### src/logic/rate_trim_pkg.sv
// Constants and types for the oscillation rate trim block
package rate_trim_pkg;

  // Rate trim control register layout
  typedef struct packed {
    logic trim_step_select;
    logic [6:0] trim_code;
  } trim_reg_type;

  localparam int TRIM_STEP_BIT = 7;
  localparam int TRIM_MSB = 6;
  localparam int TRIM_LSB = 0;
  localparam logic [7:0] TRIM_RESET = 8'h00;

  // Trim codes that apply no correction
  localparam logic [6:0] CODE_ZERO = 7'h00;
  localparam logic [6:0] CODE_PLUS1 = 7'h01;
  localparam logic [6:0] CODE_M64 = 7'h40;
  localparam logic [6:0] CODE_M63 = 7'h41;
  // Fast clock distance base, slow clock distance base
  localparam logic [7:0] FAST_BASE = 8'h01;
  localparam logic [7:0] SLOW_BASE = 8'h80;

  // Oscillator ticks per nominal second and per pulse-mode low half
  localparam logic [15:0] NOMINAL_TICKS = 16'h8000;
  localparam logic [15:0] HALF_TICKS = 16'h4000;

  // Correction interval lengths, in seconds, minus one
  localparam logic [5:0] LAST_SEC_STEP0 = 6'h13;
  localparam logic [5:0] LAST_SEC_STEP1 = 6'h3B;

  // First control register: pulse-mode 1 Hz pattern (0,0,x,x,0,0,1,1)
  localparam logic [7:0] CTRL1_MASK = 8'hCF;
  localparam logic [7:0] CTRL1_PULSE_1HZ = 8'h03;
  localparam logic [7:0] CTRL1_RESET = 8'h00;

endpackage

### src/logic/rate_trim.sv
// Oscillation rate trim: corrected one-second count and 1 Hz pulse output
`timescale 1ns/1ps

// Contract
// - Seven-bit trim code is a two's-complement signed value.
// - Codes 0, +1, -64 and -63 apply no correction.
// - Fast clock: correction is the code's distance above 01h.
// - Slow clock: correction is the code's distance below 80h.
// - Step select 0 gives about 1.5 ppm steps, 1 gives about 0.5 ppm.
// - Register holds step select in bit 7, trim code in bits 6..0.
// - One second per 20 or 60 second interval is altered.
// - Raw oscillator output is never touched by trimming.
// - Control pattern 0,0,x,x,0,0,1,1 gives 1 Hz pulse on interrupt pin.
// - Exactly one 1 Hz period per interval changes; others nominal.
// - Power-up flag clears step select and all trim bits.
module rate_trim
  import rate_trim_pkg::*;
(
  // Clock and reset
  input wire logic CLK_IN,
  input wire logic RST_IN,
  // Oscillator tick enable and raw oscillator level
  input wire logic OSC_TICK_IN,
  input wire logic OSC_LEVEL_IN,
  // Power-up flag
  input wire logic POWER_UP_FLAG_IN,
  // Rate trim register access
  input wire logic TRIM_WR_IN,
  input wire logic [7:0] TRIM_WDATA_IN,
  output logic [7:0] TRIM_RDATA_OUT,
  // First control register access
  input wire logic CTRL1_WR_IN,
  input wire logic [7:0] CTRL1_WDATA_IN,
  output logic [7:0] CTRL1_RDATA_OUT,
  // Time count and observation outputs
  output logic SEC_PULSE_OUT,
  output logic INT_N_OUT,
  output logic RAW_OSC_OUTPUT_OUT
);

  trim_reg_type rate_trim_control;
  logic [7:0] ctrl1;
  logic [15:0] tick_count;
  logic [5:0] sec_count;
  logic sec_pulse;
  logic int_n;
  logic raw_osc;

  // Register write, cleared by the power-up flag
  always_ff @(posedge CLK_IN) begin
    if (RST_IN || POWER_UP_FLAG_IN) begin
      rate_trim_control <= TRIM_RESET;
      ctrl1 <= CTRL1_RESET;
    end else begin
      if (TRIM_WR_IN) begin
        rate_trim_control <= TRIM_WDATA_IN;
      end
      if (CTRL1_WR_IN) begin
        ctrl1 <= CTRL1_WDATA_IN;
      end
    end
  end

  // Code decode: sign bit picks fast or slow correction
  wire logic [6:0] code = rate_trim_control.trim_code;
  wire logic step_sel = rate_trim_control.trim_step_select;
  wire logic is_slow = code[TRIM_MSB];
  wire logic is_neutral = (code == CODE_ZERO) || (code == CODE_PLUS1) ||
    (code == CODE_M64) || (code == CODE_M63);
  wire logic [7:0] fast_dist = {1'b0, code} - FAST_BASE;
  wire logic [7:0] slow_dist = SLOW_BASE - {1'b0, code};

  // Interval length follows the step select
  wire logic [5:0] last_sec = step_sel ? LAST_SEC_STEP1 :
    LAST_SEC_STEP0;
  wire logic at_last_sec = (sec_count >= last_sec);

  // Length of the current second, one tick per trim step
  wire logic [15:0] corr_len = is_slow ?
    NOMINAL_TICKS + {8'h00, slow_dist} :
    NOMINAL_TICKS - {8'h00, fast_dist};
  wire logic [15:0] sec_len = (at_last_sec && !is_neutral) ? corr_len :
    NOMINAL_TICKS;
  wire logic sec_end = OSC_TICK_IN && (tick_count >= sec_len - 16'h0001);

  // Pulse-mode 1 Hz output select
  wire logic pulse_en = ((ctrl1 & CTRL1_MASK) == CTRL1_PULSE_1HZ);
  wire logic next_int_n = !(pulse_en && (tick_count < HALF_TICKS));

  // Second prescaler and interval second counter
  always_ff @(posedge CLK_IN) begin
    if (RST_IN) begin
      tick_count <= 16'h0000;
      sec_count <= 6'h00;
      sec_pulse <= 1'b0;
    end else begin
      sec_pulse <= sec_end;
      if (sec_end) begin
        tick_count <= 16'h0000;
        sec_count <= at_last_sec ? 6'h00 : sec_count + 6'h01;
      end else if (OSC_TICK_IN) begin
        tick_count <= tick_count + 16'h0001;
      end
    end
  end

  // Observation outputs; raw oscillator is only retimed
  always_ff @(posedge CLK_IN) begin
    if (RST_IN) begin
      int_n <= 1'b1;
      raw_osc <= 1'b0;
    end else begin
      int_n <= next_int_n;
      raw_osc <= OSC_LEVEL_IN;
    end
  end

  // Output drive
  assign TRIM_RDATA_OUT = rate_trim_control;
  assign CTRL1_RDATA_OUT = ctrl1;
  assign SEC_PULSE_OUT = sec_pulse;
  assign INT_N_OUT = int_n;
  assign RAW_OSC_OUTPUT_OUT = raw_osc;
endmodule

### config.mk
export PLATFORM = sky130hd
export DESIGN_NAME = rate_trim
export DESIGN_NICKNAME = d
export VERILOG_FILES = /design/src/logic/rate_trim_pkg.sv /design/src/logic/rate_trim.sv
export SDC_FILE = /design/constraint.sdc
export NUM_CORES = 1
export LEC_CHECK = 0
export BUFFER_PORTS_ARGS = -buffer_cell sky130_fd_sc_hd__buf_2
export CAP_MARGIN = 20
export CORE_MARGIN = 1.5
export CORE_UTILIZATION = 52
export CTS_CLUSTER_DIAMETER = 150
export DETAILED_ROUTE_END_ITERATION = 10
export GPL_ROUTABILITY_DRIVEN = 0
export PLACE_DENSITY = 0.74
export SYNTH_ARGS = -nofsm -noshare
export SYNTH_HDL_FRONTEND = slang
export SYNTH_SLANG_ARGS = --single-unit
### constraint.sdc
create_clock -name CLK_IN -period 6.55 [get_ports CLK_IN]
set_clock_uncertainty 0.15 [all_clocks]
set_input_delay 0.3275 -clock CLK_IN [delete_from_list [all_inputs] [get_ports CLK_IN]]
set_output_delay 0.3275 -clock CLK_IN [all_outputs]
set_load 0.05 [all_outputs]
* Word-level counts from Yosys, hierarchy flattened
Cells that the tools add are included.
Widths: inputs -> output; s select.
** Storage, ports and cells
- Bits in registers :: 41
- Bits of input ports :: 23
- Output and inout port bits :: 19
- Word-level logic and storage cells :: 37
** Cells by class
- Add/sub/neg operators :: 7
- Order comparisons :: 3
- Eq/ne operators :: 4
- Multiplexer cells :: 4
- Reduce and logical (&&, ||, !) cells :: 11
** Operator list (count)
- $mux 16 :: 2
- $add 16x1->16 const B :: 1
- $add 16x8->16 const A :: 1
- $ge 16x16->1 :: 1
- $lt 16x15->1 const B :: 1
- $sub 16x1->16 const B :: 1
- $sub 16x8->16 const A :: 1
- $eq 7x7->1 const B :: 2
- $mux 6 :: 2
- $sub 7x1->8 const B :: 1
- $sub 8x7->8 const A :: 1
- $eq 7x1->1 const B :: 1
- $logic_not 7->1 :: 1
- $add 6x1->6 const B :: 1
- $eq 6x2->1 const B :: 1
- $ge 6x6->1 :: 1
- $logic_or 1x1->1 :: 4
- $logic_and 1x1->1 :: 3
- $logic_not 1->1 :: 2
- $reduce_or 2->1 :: 1

* Longest topological paths before layout
Gate-level depths: netlist of run 1.
- Word-level depth :: 11
- Mapped depth :: 22
- Gate-level depth less buffers :: 19

* Least setup slack after synthesis of run 1
Ideal clock, no wire load.
- Path kind :: reg-to-reg
- From :: register code[0] (netlist name)
- To :: register tick_count[10]
- Library setup time :: 78 ps
- Data arrival time :: 4571 ps
- Required time :: 6322 ps
- Slack :: 1751 ps
- Stages on the path, launching flop included :: 21
- Buffers on the path :: 3
- Period minus slack after synthesis :: 4799 ps
- Cells stage by stage :: dfxtp_1 -> inv_1 -> ha_1 -> clkbuf_1 -> or2_2 -> a211oi_1 -> o211ai_1 -> nor2_1 -> ha_1 -> nor2b_4 -> o21ai_1 -> o211a_1 -> ha_1 -> a21o_1 -> a21o_1 -> a211oi_1 -> nor3_1 -> a21o_1 -> clkbuf_1 -> clkbuf_1 -> nor3_1
** Between the ends
- Longest elaborated chain between the ends :: 11
- Elaborated cells between the ends (all ways) :: 19
- Those cells by class :: 5 x add/sub; 1 x order compare; 3 x eq/ne; 2 x mux; 8 x reduce/logical
** RTL lines
- parallel branches: the longest is 6 deep, another holds $add 16x8->16
- $mux 16 (*) :: RTL line rate_trim.sv:82 : wire logic [15:0] sec_len = (at_last_sec && !is_neutral) ? corr_len :
- $sub 16x1->16 (*) :: RTL line rate_trim.sv:84 : wire logic sec_end = OSC_TICK_IN && (tick_count >= sec_len - 16'h0001);
- $ge 16x16->1 (*) :: RTL line rate_trim.sv:84
- $logic_and 1x1->1 (*) :: RTL line rate_trim.sv:84
- $reduce_or 2->1 (no source line) (*)
- to (signal assigned) :: RTL line rate_trim.sv:102 : tick_count <= tick_count + 16'h0001;
- to (decl) :: RTL line rate_trim.sv:43 : logic [15:0] tick_count;
Mark *: on every way between the ends.
A chain may end at the register's enable or synchronous reset.

* Worst setup path after layout of run 1
- From :: register code[0] (netlist name)
- To :: register sec_count[0]
** Between the ends
- Longest elaborated chain between the ends :: 10
- Elaborated cells between the ends (all ways) :: 18
- Those cells by class :: 5 x add/sub; 1 x order compare; 3 x eq/ne; 2 x mux; 7 x reduce/logical
** RTL lines
- parallel branches: the longest is 6 deep, another holds $add 16x8->16
- $mux 16 (*) :: RTL line rate_trim.sv:82
- $sub 16x1->16 (*) :: RTL line rate_trim.sv:84
- $ge 16x16->1 (*) :: RTL line rate_trim.sv:84
- $logic_and 1x1->1 (*) :: RTL line rate_trim.sv:84
- to (signal assigned) :: RTL line rate_trim.sv:100 : sec_count <= at_last_sec ? 6'h00 : sec_count + 6'h01;
- to (decl) :: RTL line rate_trim.sv:44 : logic [5:0] sec_count;
Marked as above.

==> results.py, run 1 <==
metrics = {
    "outcome": {
        "status": "finished clean",
    },
    "floorplanning": {
        "die_w_um": 76.37,
        "num_io_pins": 42,
        "start_util_pct": 54.45,
        "die_y_um": 76.37,
        "num_rows": 26,
        "die_area_um2": 5832,
        "core-area_um2": 5140,
    },
    "logic_synthesis": {
        "ys_async_sr_fraction_pct": 0,
        "yosys.area_share.simple_pct": 25.53,
        "ys_seq_elements": 41,
        "synth_top_family_by_area": "simple AND/OR/NAND/NOR gates",
        "yosysTopAreaCellShare_pct": 29.32,
        "synth_warnings": 0,
        "synth_compound_area_share_pct": 13.54,
        "netlist_area_um2": 2799,
        "syn_inst": 330,
        "synth_common_cells": "dfxtp_1 (41), nor2_1 (30), ha_1 (26)",
        "synth_edf_count": 0,
        "synthDistinctLibCells": 50,
        "synthAdderAreaFrac_pct": 11.62,
        "avgSynthCellArea_um2": 8.482,
        "yosysSeqAreaShare_pct": 29.32,
        "synth_xor_area_share_pct": 9.075,
        "synth_nets": 379,
        "synth_area_leaders": "dfxtp_1 (29%), ha_1 (12%), mux2i_1 (6.4%)",
        "synth_top_area_cell": "dfxtp_1",
        "muxShareOfSynthArea_pct": 7.242,
        "yosysMostFrequentCell": "dfxtp_1",
        "synth_top_flop_cell": "dfxtp_1",
    },
    "clock_network": {
        "post-cts-setup-buffers": 0,
        "hold_buffers": 0,
        "cts_buffer_depth": 2,
        "cts_buffers": 5,
        "clkSinkCount": 41,
        "cts_tree": "built",
        "clockRootBuffer": "clkbuf_8",
        "cts.htree.levels": 2,
        "cts_resized": 0,
        "clkTransAtPathRegs_ps": 80,
        "clock_latency_ps": 290,
    },
    "drt": {
        "drc": 0,
        "vias_per_cell": 5.577,
        "dr.pass1.iters": 4,
        "routed_wl_mm": 5.931,
        "num_vias": 2415,
        "drtIter0Drc": 131,
        "wl_per_cell_um": 13.70,
        "ant_nets": 0,
    },
    "grt": {
        "antenna_found_initial": 0,
        "globalRoute.totalOverflow": 0,
        "grt_max_degree": 33,
        "grt_pass1_wl_mm": 10.22,
        "first_global_vias": 2253,
        "globalRouteTotalUtil_pct": 21.26,
    },
    "finish": {
        "fillers": 503,
        "layout-drive-gt1-share_pct": 16.80,
        "fin_area_um2": 3107,
        "nets": 411,
        "diodes": 0,
        "area_growth_syn_to_layout_pct": 11.00,
    },
    "sta": {
        "final_max_slew_viol_count": 0,
        "fmax_mhz": 201.8,
        "worst_pin_slew_ps": 585.9,
        "maxSlewHeadroom_pct": 60.94,
        "setup_viol": 0,
        "hold_violations": 0,
        "fin_crit_sh_pct": 75.66,
        "tns_ps": 0,
        "min_period_ps": 4956,
        "rsz0062_at_grt": "false",
    },
    "setup_path": {
        "crit_top_cell": "ha_1",
        "crit_path_cell_trace": "inv_1 -> ha_1 -> or2_2 -> a211oi_1 -> o211ai_1 -> nor2_1 -> ha_1 -> nor2b_4 -> o221ai_1 -> and2_1 -> ha_1 -> and4_1 -> a211oi_1 -> nor3_1 -> a21o_1 -> mux2_2",
        "setup.worst_path.start_class": "flop",
        "cp_max_fo": 18,
        "path_buf_inv": 1,
        "max_stage_delay_ps": 540,
        "crit_type": "reg2reg",
        "arrival_ps": 4990,
        "cp_slowest_cell": "a21o_1",
        "worstPathRequired_ps": 6580,
        "cp_top_family": "simple AND/OR/NAND/NOR gates",
        "endpoint_kind": "flop",
    },
    "power_and_ir_drop": {
        "power_density_nw_per_um2": 162.3,
        "ir_drop_mv": 0.1427,
        "p_leak_uw": 0.001508,
    },
    "place": {
        "placed_cell_area_um2": 3019,
        "io_buffers": 41,
        "dp_hpwl_mm": 4.575,
    },
    "hold_path": {
        "min_path_type": "in2reg",
    },
    "run": {
        "drv_cap": 0,
    },
}
[cells by family (layout without fill, tap and decap cells)]
kind of cell / Yosys count / after routing
compound gates: 57 / 57
xor+xnor: 29 / 29
fa+ha+maj: 26 / 26
buf+inv: 24 / 57
flops: 41 / 41
mux: 20 / 20
simple gates: 133 / 133
[power by group]
group / total (uW) / switching [uW] / internal, uW
Combinational: 78.8 / 49.1 / 29.7
Clock: 165 / 89.5 / 75.1
Sequential: 261 / 6.99 / 254
Total: 504 / 146 / 359
[final timing paths]
| path | from | endpoint | slack [ps] | cells past startpoint |
|---|---|---|---|---|
| setup / recovery | code[0]$_SDFFE_PP0P_ | sec_count[0]$_SDFFE_PP0P_ | 1590 | 16 |
| hold / removal | OSC_LEVEL_IN | RAW_OSC_OUTPUT_OUT$_SDFF_PP0_ | 110 | 2 |
| setup reg to reg | code[0]$_SDFFE_PP0P_ | sec_count[0]$_SDFFE_PP0P_ | 1590 | 16 |
| hold reg to reg | CTRL1_RDATA_OUT[0]$_SDFFE_PP0P_ | INT_N_OUT$_SDFF_PP1_ | 270 | 1 |
[metrics by stage]
step	worst slack (ps)	util, %	hold slack [ps]	power (uW)	instances
final	1594	60.44	107.2	504.2	433
after global placement	1891	58.74	248.4	343.5	425
after floorplan	1751	-	305.7	326.7	330
after detailed placement	1643	58.74	248.7	345.4	425
after global routing	1207	60.44	122.8	527.5	433
after CTS	1633	60.44	99.06	511.0	433
[cells in the final DEF (no fill, tap or decap), types with 2 or more instances in the layout]
cell type,n
a211oi_1,3
a21o_1,11
a21oi_1,8
a31o_2,2
a31oi_1,2
and2_1,5
and3_1,2
and4_1,2
buf_2,41
clkbuf_8,5
clkinvlp_4,2
dfxtp_1,41
ha_1,26
inv_1,8
mux2i_1,18
nand2_1,22
nand2b_1,4
nand3_1,11
nand3b_1,3
nand4_1,7
nor2_1,30
nor2b_1,8
nor3_1,23
o211a_1,3
o211ai_1,4
o21ai_0,14
o21ai_1,3
or2_2,4
or4_1,3
xnor2_1,11
xor2_1,18
[worst register-to-register path, cell delays in order (launching register included)]
cell and delay (ps):
dfxtp_1 500, inv_1 130, ha_1 320, or2_2 310, a211oi_1 310, o211ai_1 190
nor2_1 280, ha_1 340, nor2b_4 160, o221ai_1 190, and2_1 230, ha_1 290
and4_1 190, a211oi_1 60, nor3_1 240, a21o_1 540, mux2_2 400
[sequential cells by signal, indices dropped and copies added (netlist names)]
signal and flops:
tick_count 16, CTRL1_RDATA_OUT 8, code 7, sec_count 6
INT_N_OUT 1, RAW_OSC_OUTPUT_OUT 1, SEC_PULSE_OUT 1, step_sel 1
[layout make-up]
| cell class | count | area [um2] | share of cell area [%] |
|---|---|---|---|
| Clock buffer | 6 | 72.57 | 2.336 |
| Clock inverter | 2 | 15.01 | 0.4833 |
| Inverter | 8 | 30.03 | 0.9666 |
| Tap cell | 70 | 87.58 | 2.819 |
| Sequential cell | 41 | 820.8 | 26.42 |
| Multi-Input combinational cell | 265 | 1876 | 60.37 |
| Timing Repair Buffer | 41 | 205.2 | 6.605 |
[metal layers]
layer	up-vias	share of wire, %	GRT usage [%]
li1	1243	-	-
met1	1125	50	28.99
met2	40	46	35.18
met3	7	2.7	2.874
met4	0	1.4	5.926
met5	-	0	0
(Power assumes the default switching activity.)
==> run 2, diff against run 1 <==
--- a/config.mk
+++ b/config.mk
@@ -12,7 +12,7 @@
 export CTS_CLUSTER_DIAMETER = 150
 export DETAILED_ROUTE_END_ITERATION = 10
 export GPL_ROUTABILITY_DRIVEN = 0
-export PLACE_DENSITY = 0.74
+export PLACE_DENSITY = 0.77
 export SYNTH_ARGS = -nofsm -noshare
 export SYNTH_HDL_FRONTEND = slang
 export SYNTH_SLANG_ARGS = --single-unit
==> constraint.sdc (replaced) <==
create_clock -name CLK_IN -period 4.4 [get_ports CLK_IN]
set_clock_uncertainty 0.15 [all_clocks]
set_input_delay 0.22 -clock CLK_IN [delete_from_list [all_inputs] [get_ports CLK_IN]]
set_output_delay 0.22 -clock CLK_IN [all_outputs]
set_load 0.05 [all_outputs]
==> run 2 against run 1 <==
First-iteration DRC count fell by 5.3%. Critical path type unchanged. Routed wire length rose by 3.8%. Global-route usage rose by 1.1 points.
==> results.py, run 2 (synthesized netlist as in run 1, its figures left out) <==
metrics = {
    "power_and_ir_drop": {
        "ir_drop_mv": 0.1604,
        "p_leak_uw": 0.001596,
        "power_density_nw_per_um2": 246.4,
    },
    "sta": {
        "fmax_mhz": 244.3,
        "min_period_ps": 4093,
        "rsz0062_at_grt": "false",
        "tns_ps": 0,
        "maxSlewHeadroom_pct": 62.90,
        "worst_pin_slew_ps": 556.5,
        "final_max_slew_viol_count": 0,
        "hold_violations": 0,
        "setup_viol": 0,
        "fin_crit_sh_pct": 93.03,
    },
    "setup_path": {
        "crit_type": "reg2reg",
        "cp_max_fo": 16,
        "endpoint_kind": "flop",
        "cp_slowest_cell": "dfxtp_4",
        "cp_top_family": "compound AO/OA/AOI/OAI gates",
        "setup.worst_path.start_class": "flop",
        "crit_top_cell": "a21o_1",
        "crit_path_cell_trace": "inv_1 -> ha_2 -> or2_2 -> a211oi_2 -> o211ai_1 -> nor2_1 -> ha_1 -> nor2b_4 -> o21ai_1 -> o211a_1 -> ha_1 -> a21o_1 -> a21o_1 -> a21oi_1 -> nand2_1 -> a21o_1 -> a21o_1 -> buf_6 -> nor3_1",
        "worstPathRequired_ps": 4450,
        "max_stage_delay_ps": 380,
        "arrival_ps": 4150,
        "path_buf_inv": 2,
    },
    "floorplanning": {
        "num_rows": 26,
        "num_io_pins": 42,
        "start_util_pct": 54.45,
        "core-area_um2": 5140,
        "die_w_um": 76.37,
        "die_area_um2": 5832,
        "die_y_um": 76.37,
    },
    "drt": {
        "drc": 0,
        "dr.pass1.iters": 4,
        "num_vias": 2464,
        "vias_per_cell": 5.550,
        "wl_per_cell_um": 13.86,
        "drtIter0Drc": 124,
        "ant_nets": 0,
        "routed_wl_mm": 6.155,
    },
    "finish": {
        "diodes": 0,
        "area_growth_syn_to_layout_pct": 16.90,
        "largest_reg_flops": 16,
        "final_common_cell": "buf_2",
        "layout-drive-gt1-share_pct": 21.93,
        "layout_common_cells": "buf_2 (41), dfxtp_1 (39), nor2_1 (30)",
        "layoutNonFillerInstCount": 444,
        "fin_util_pct": 63.66,
        "regMostFlops": "tick_count",
        "nets": 422,
    },
    "clock_network": {
        "cts_buffers": 5,
        "clockRootBuffer": "clkbuf_8",
        "cts_buffer_depth": 2,
        "cts_tree": "built",
        "cts.htree.levels": 2,
        "clock_latency_ps": 290,
        "clkTransAtPathRegs_ps": 80,
        "clkSinkCount": 41,
    },
    "place": {
        "io_buffers": 41,
        "dp.cells": 432,
        "dp_hpwl_mm": 4.710,
    },
    "grt": {
        "globalRouteTotalUtil_pct": 22.40,
        "grt_max_degree": 33,
        "globalRoute.totalOverflow": 0,
        "first_global_vias": 2343,
        "grt_pass1_wl_mm": 10.74,
        "antenna_found_initial": 0,
    },
    "outcome": {
        "status": "finished clean",
    },
    "run": {
        "drv_cap": 0,
    },
    "hold_path": {
        "min_path_type": "in2reg",
    },
}
==> run 2: cell type report <==
cell class                      count  area [um2]
Sequential cell                    41       828.3
Multi-Input combinational cell    265        1921
Fill cell                         454        1868
Inverter                            8       30.03
Clock inverter                      2       38.79
Timing Repair Buffer               52       294.0
Tap cell                           70       87.58
Clock buffer                        6       72.57
==> run 2: repair_timing <==
action | 4_1_cts | 5_1_grt
hold buffers | 1 | 0
endpoints found under the hold margin | 1 | 0
endpoints found under the setup margin | 0 | 23
resized for setup | 0 | 9
setup buffers | 0 | 3
==> run 2: per-layer routing <==
metal  share of wire [%]  wire length (um)  GRT usage, %  vias up
li1                    -                 -             -     1262
met1                  45              2761         27.70     1146
met2                  50              3068         38.93       41
met3                 3.1               193         3.832       15
met4                 2.1               131         8.148        0
met5                   0                 0             0        -
==> run 2: stage by stage <==
| step | setup WS (ps) | power [uW] | hold WS, ps | cell area, um2 |
|---|---|---|---|---|
| finish | 306.6 | 806.1 | 18.57 | 3272 |
| global route | 7.178 | 850.5 | 17.73 | 3272 |
| CTS | 50.20 | 810.2 | 11.36 | 3206 |
| detailed placement | 77.66 | 514.1 | 247.9 | 3084 |
| global placement | 277.1 | 511.9 | 241.3 | 3084 |
| floorplan | 36.06 | 485.9 | 198.2 | 2815 |
==> run 2: worst paths after layout <==
kind	slack, ps	startpoint	to	depth (start not counted)
max	310	code[1]$_SDFFE_PP0P_	tick_count[8]$_SDFFE_PP0P_	19
min reg2reg	270	CTRL1_RDATA_OUT[0]$_SDFFE_PP0P_	INT_N_OUT$_SDFF_PP1_	1
min	20	CTRL1_WDATA_IN[5]	CTRL1_RDATA_OUT[5]$_SDFFE_PP0P_	3
max reg2reg	310	code[1]$_SDFFE_PP0P_	tick_count[8]$_SDFFE_PP0P_	19
==> run 2: where the power goes <==
group          switching, uW  total [uW]  internal, uW
clock network            123         293           170
registers               8.27         386           377
logic                   78.2         127          49.0
==> run 2: worst min-delay path, delay by kind of cell <==
family	cells	cell delay, ps
and+or+nand+nor	1	70
muxes	1	60
buffers and inverters	1	70
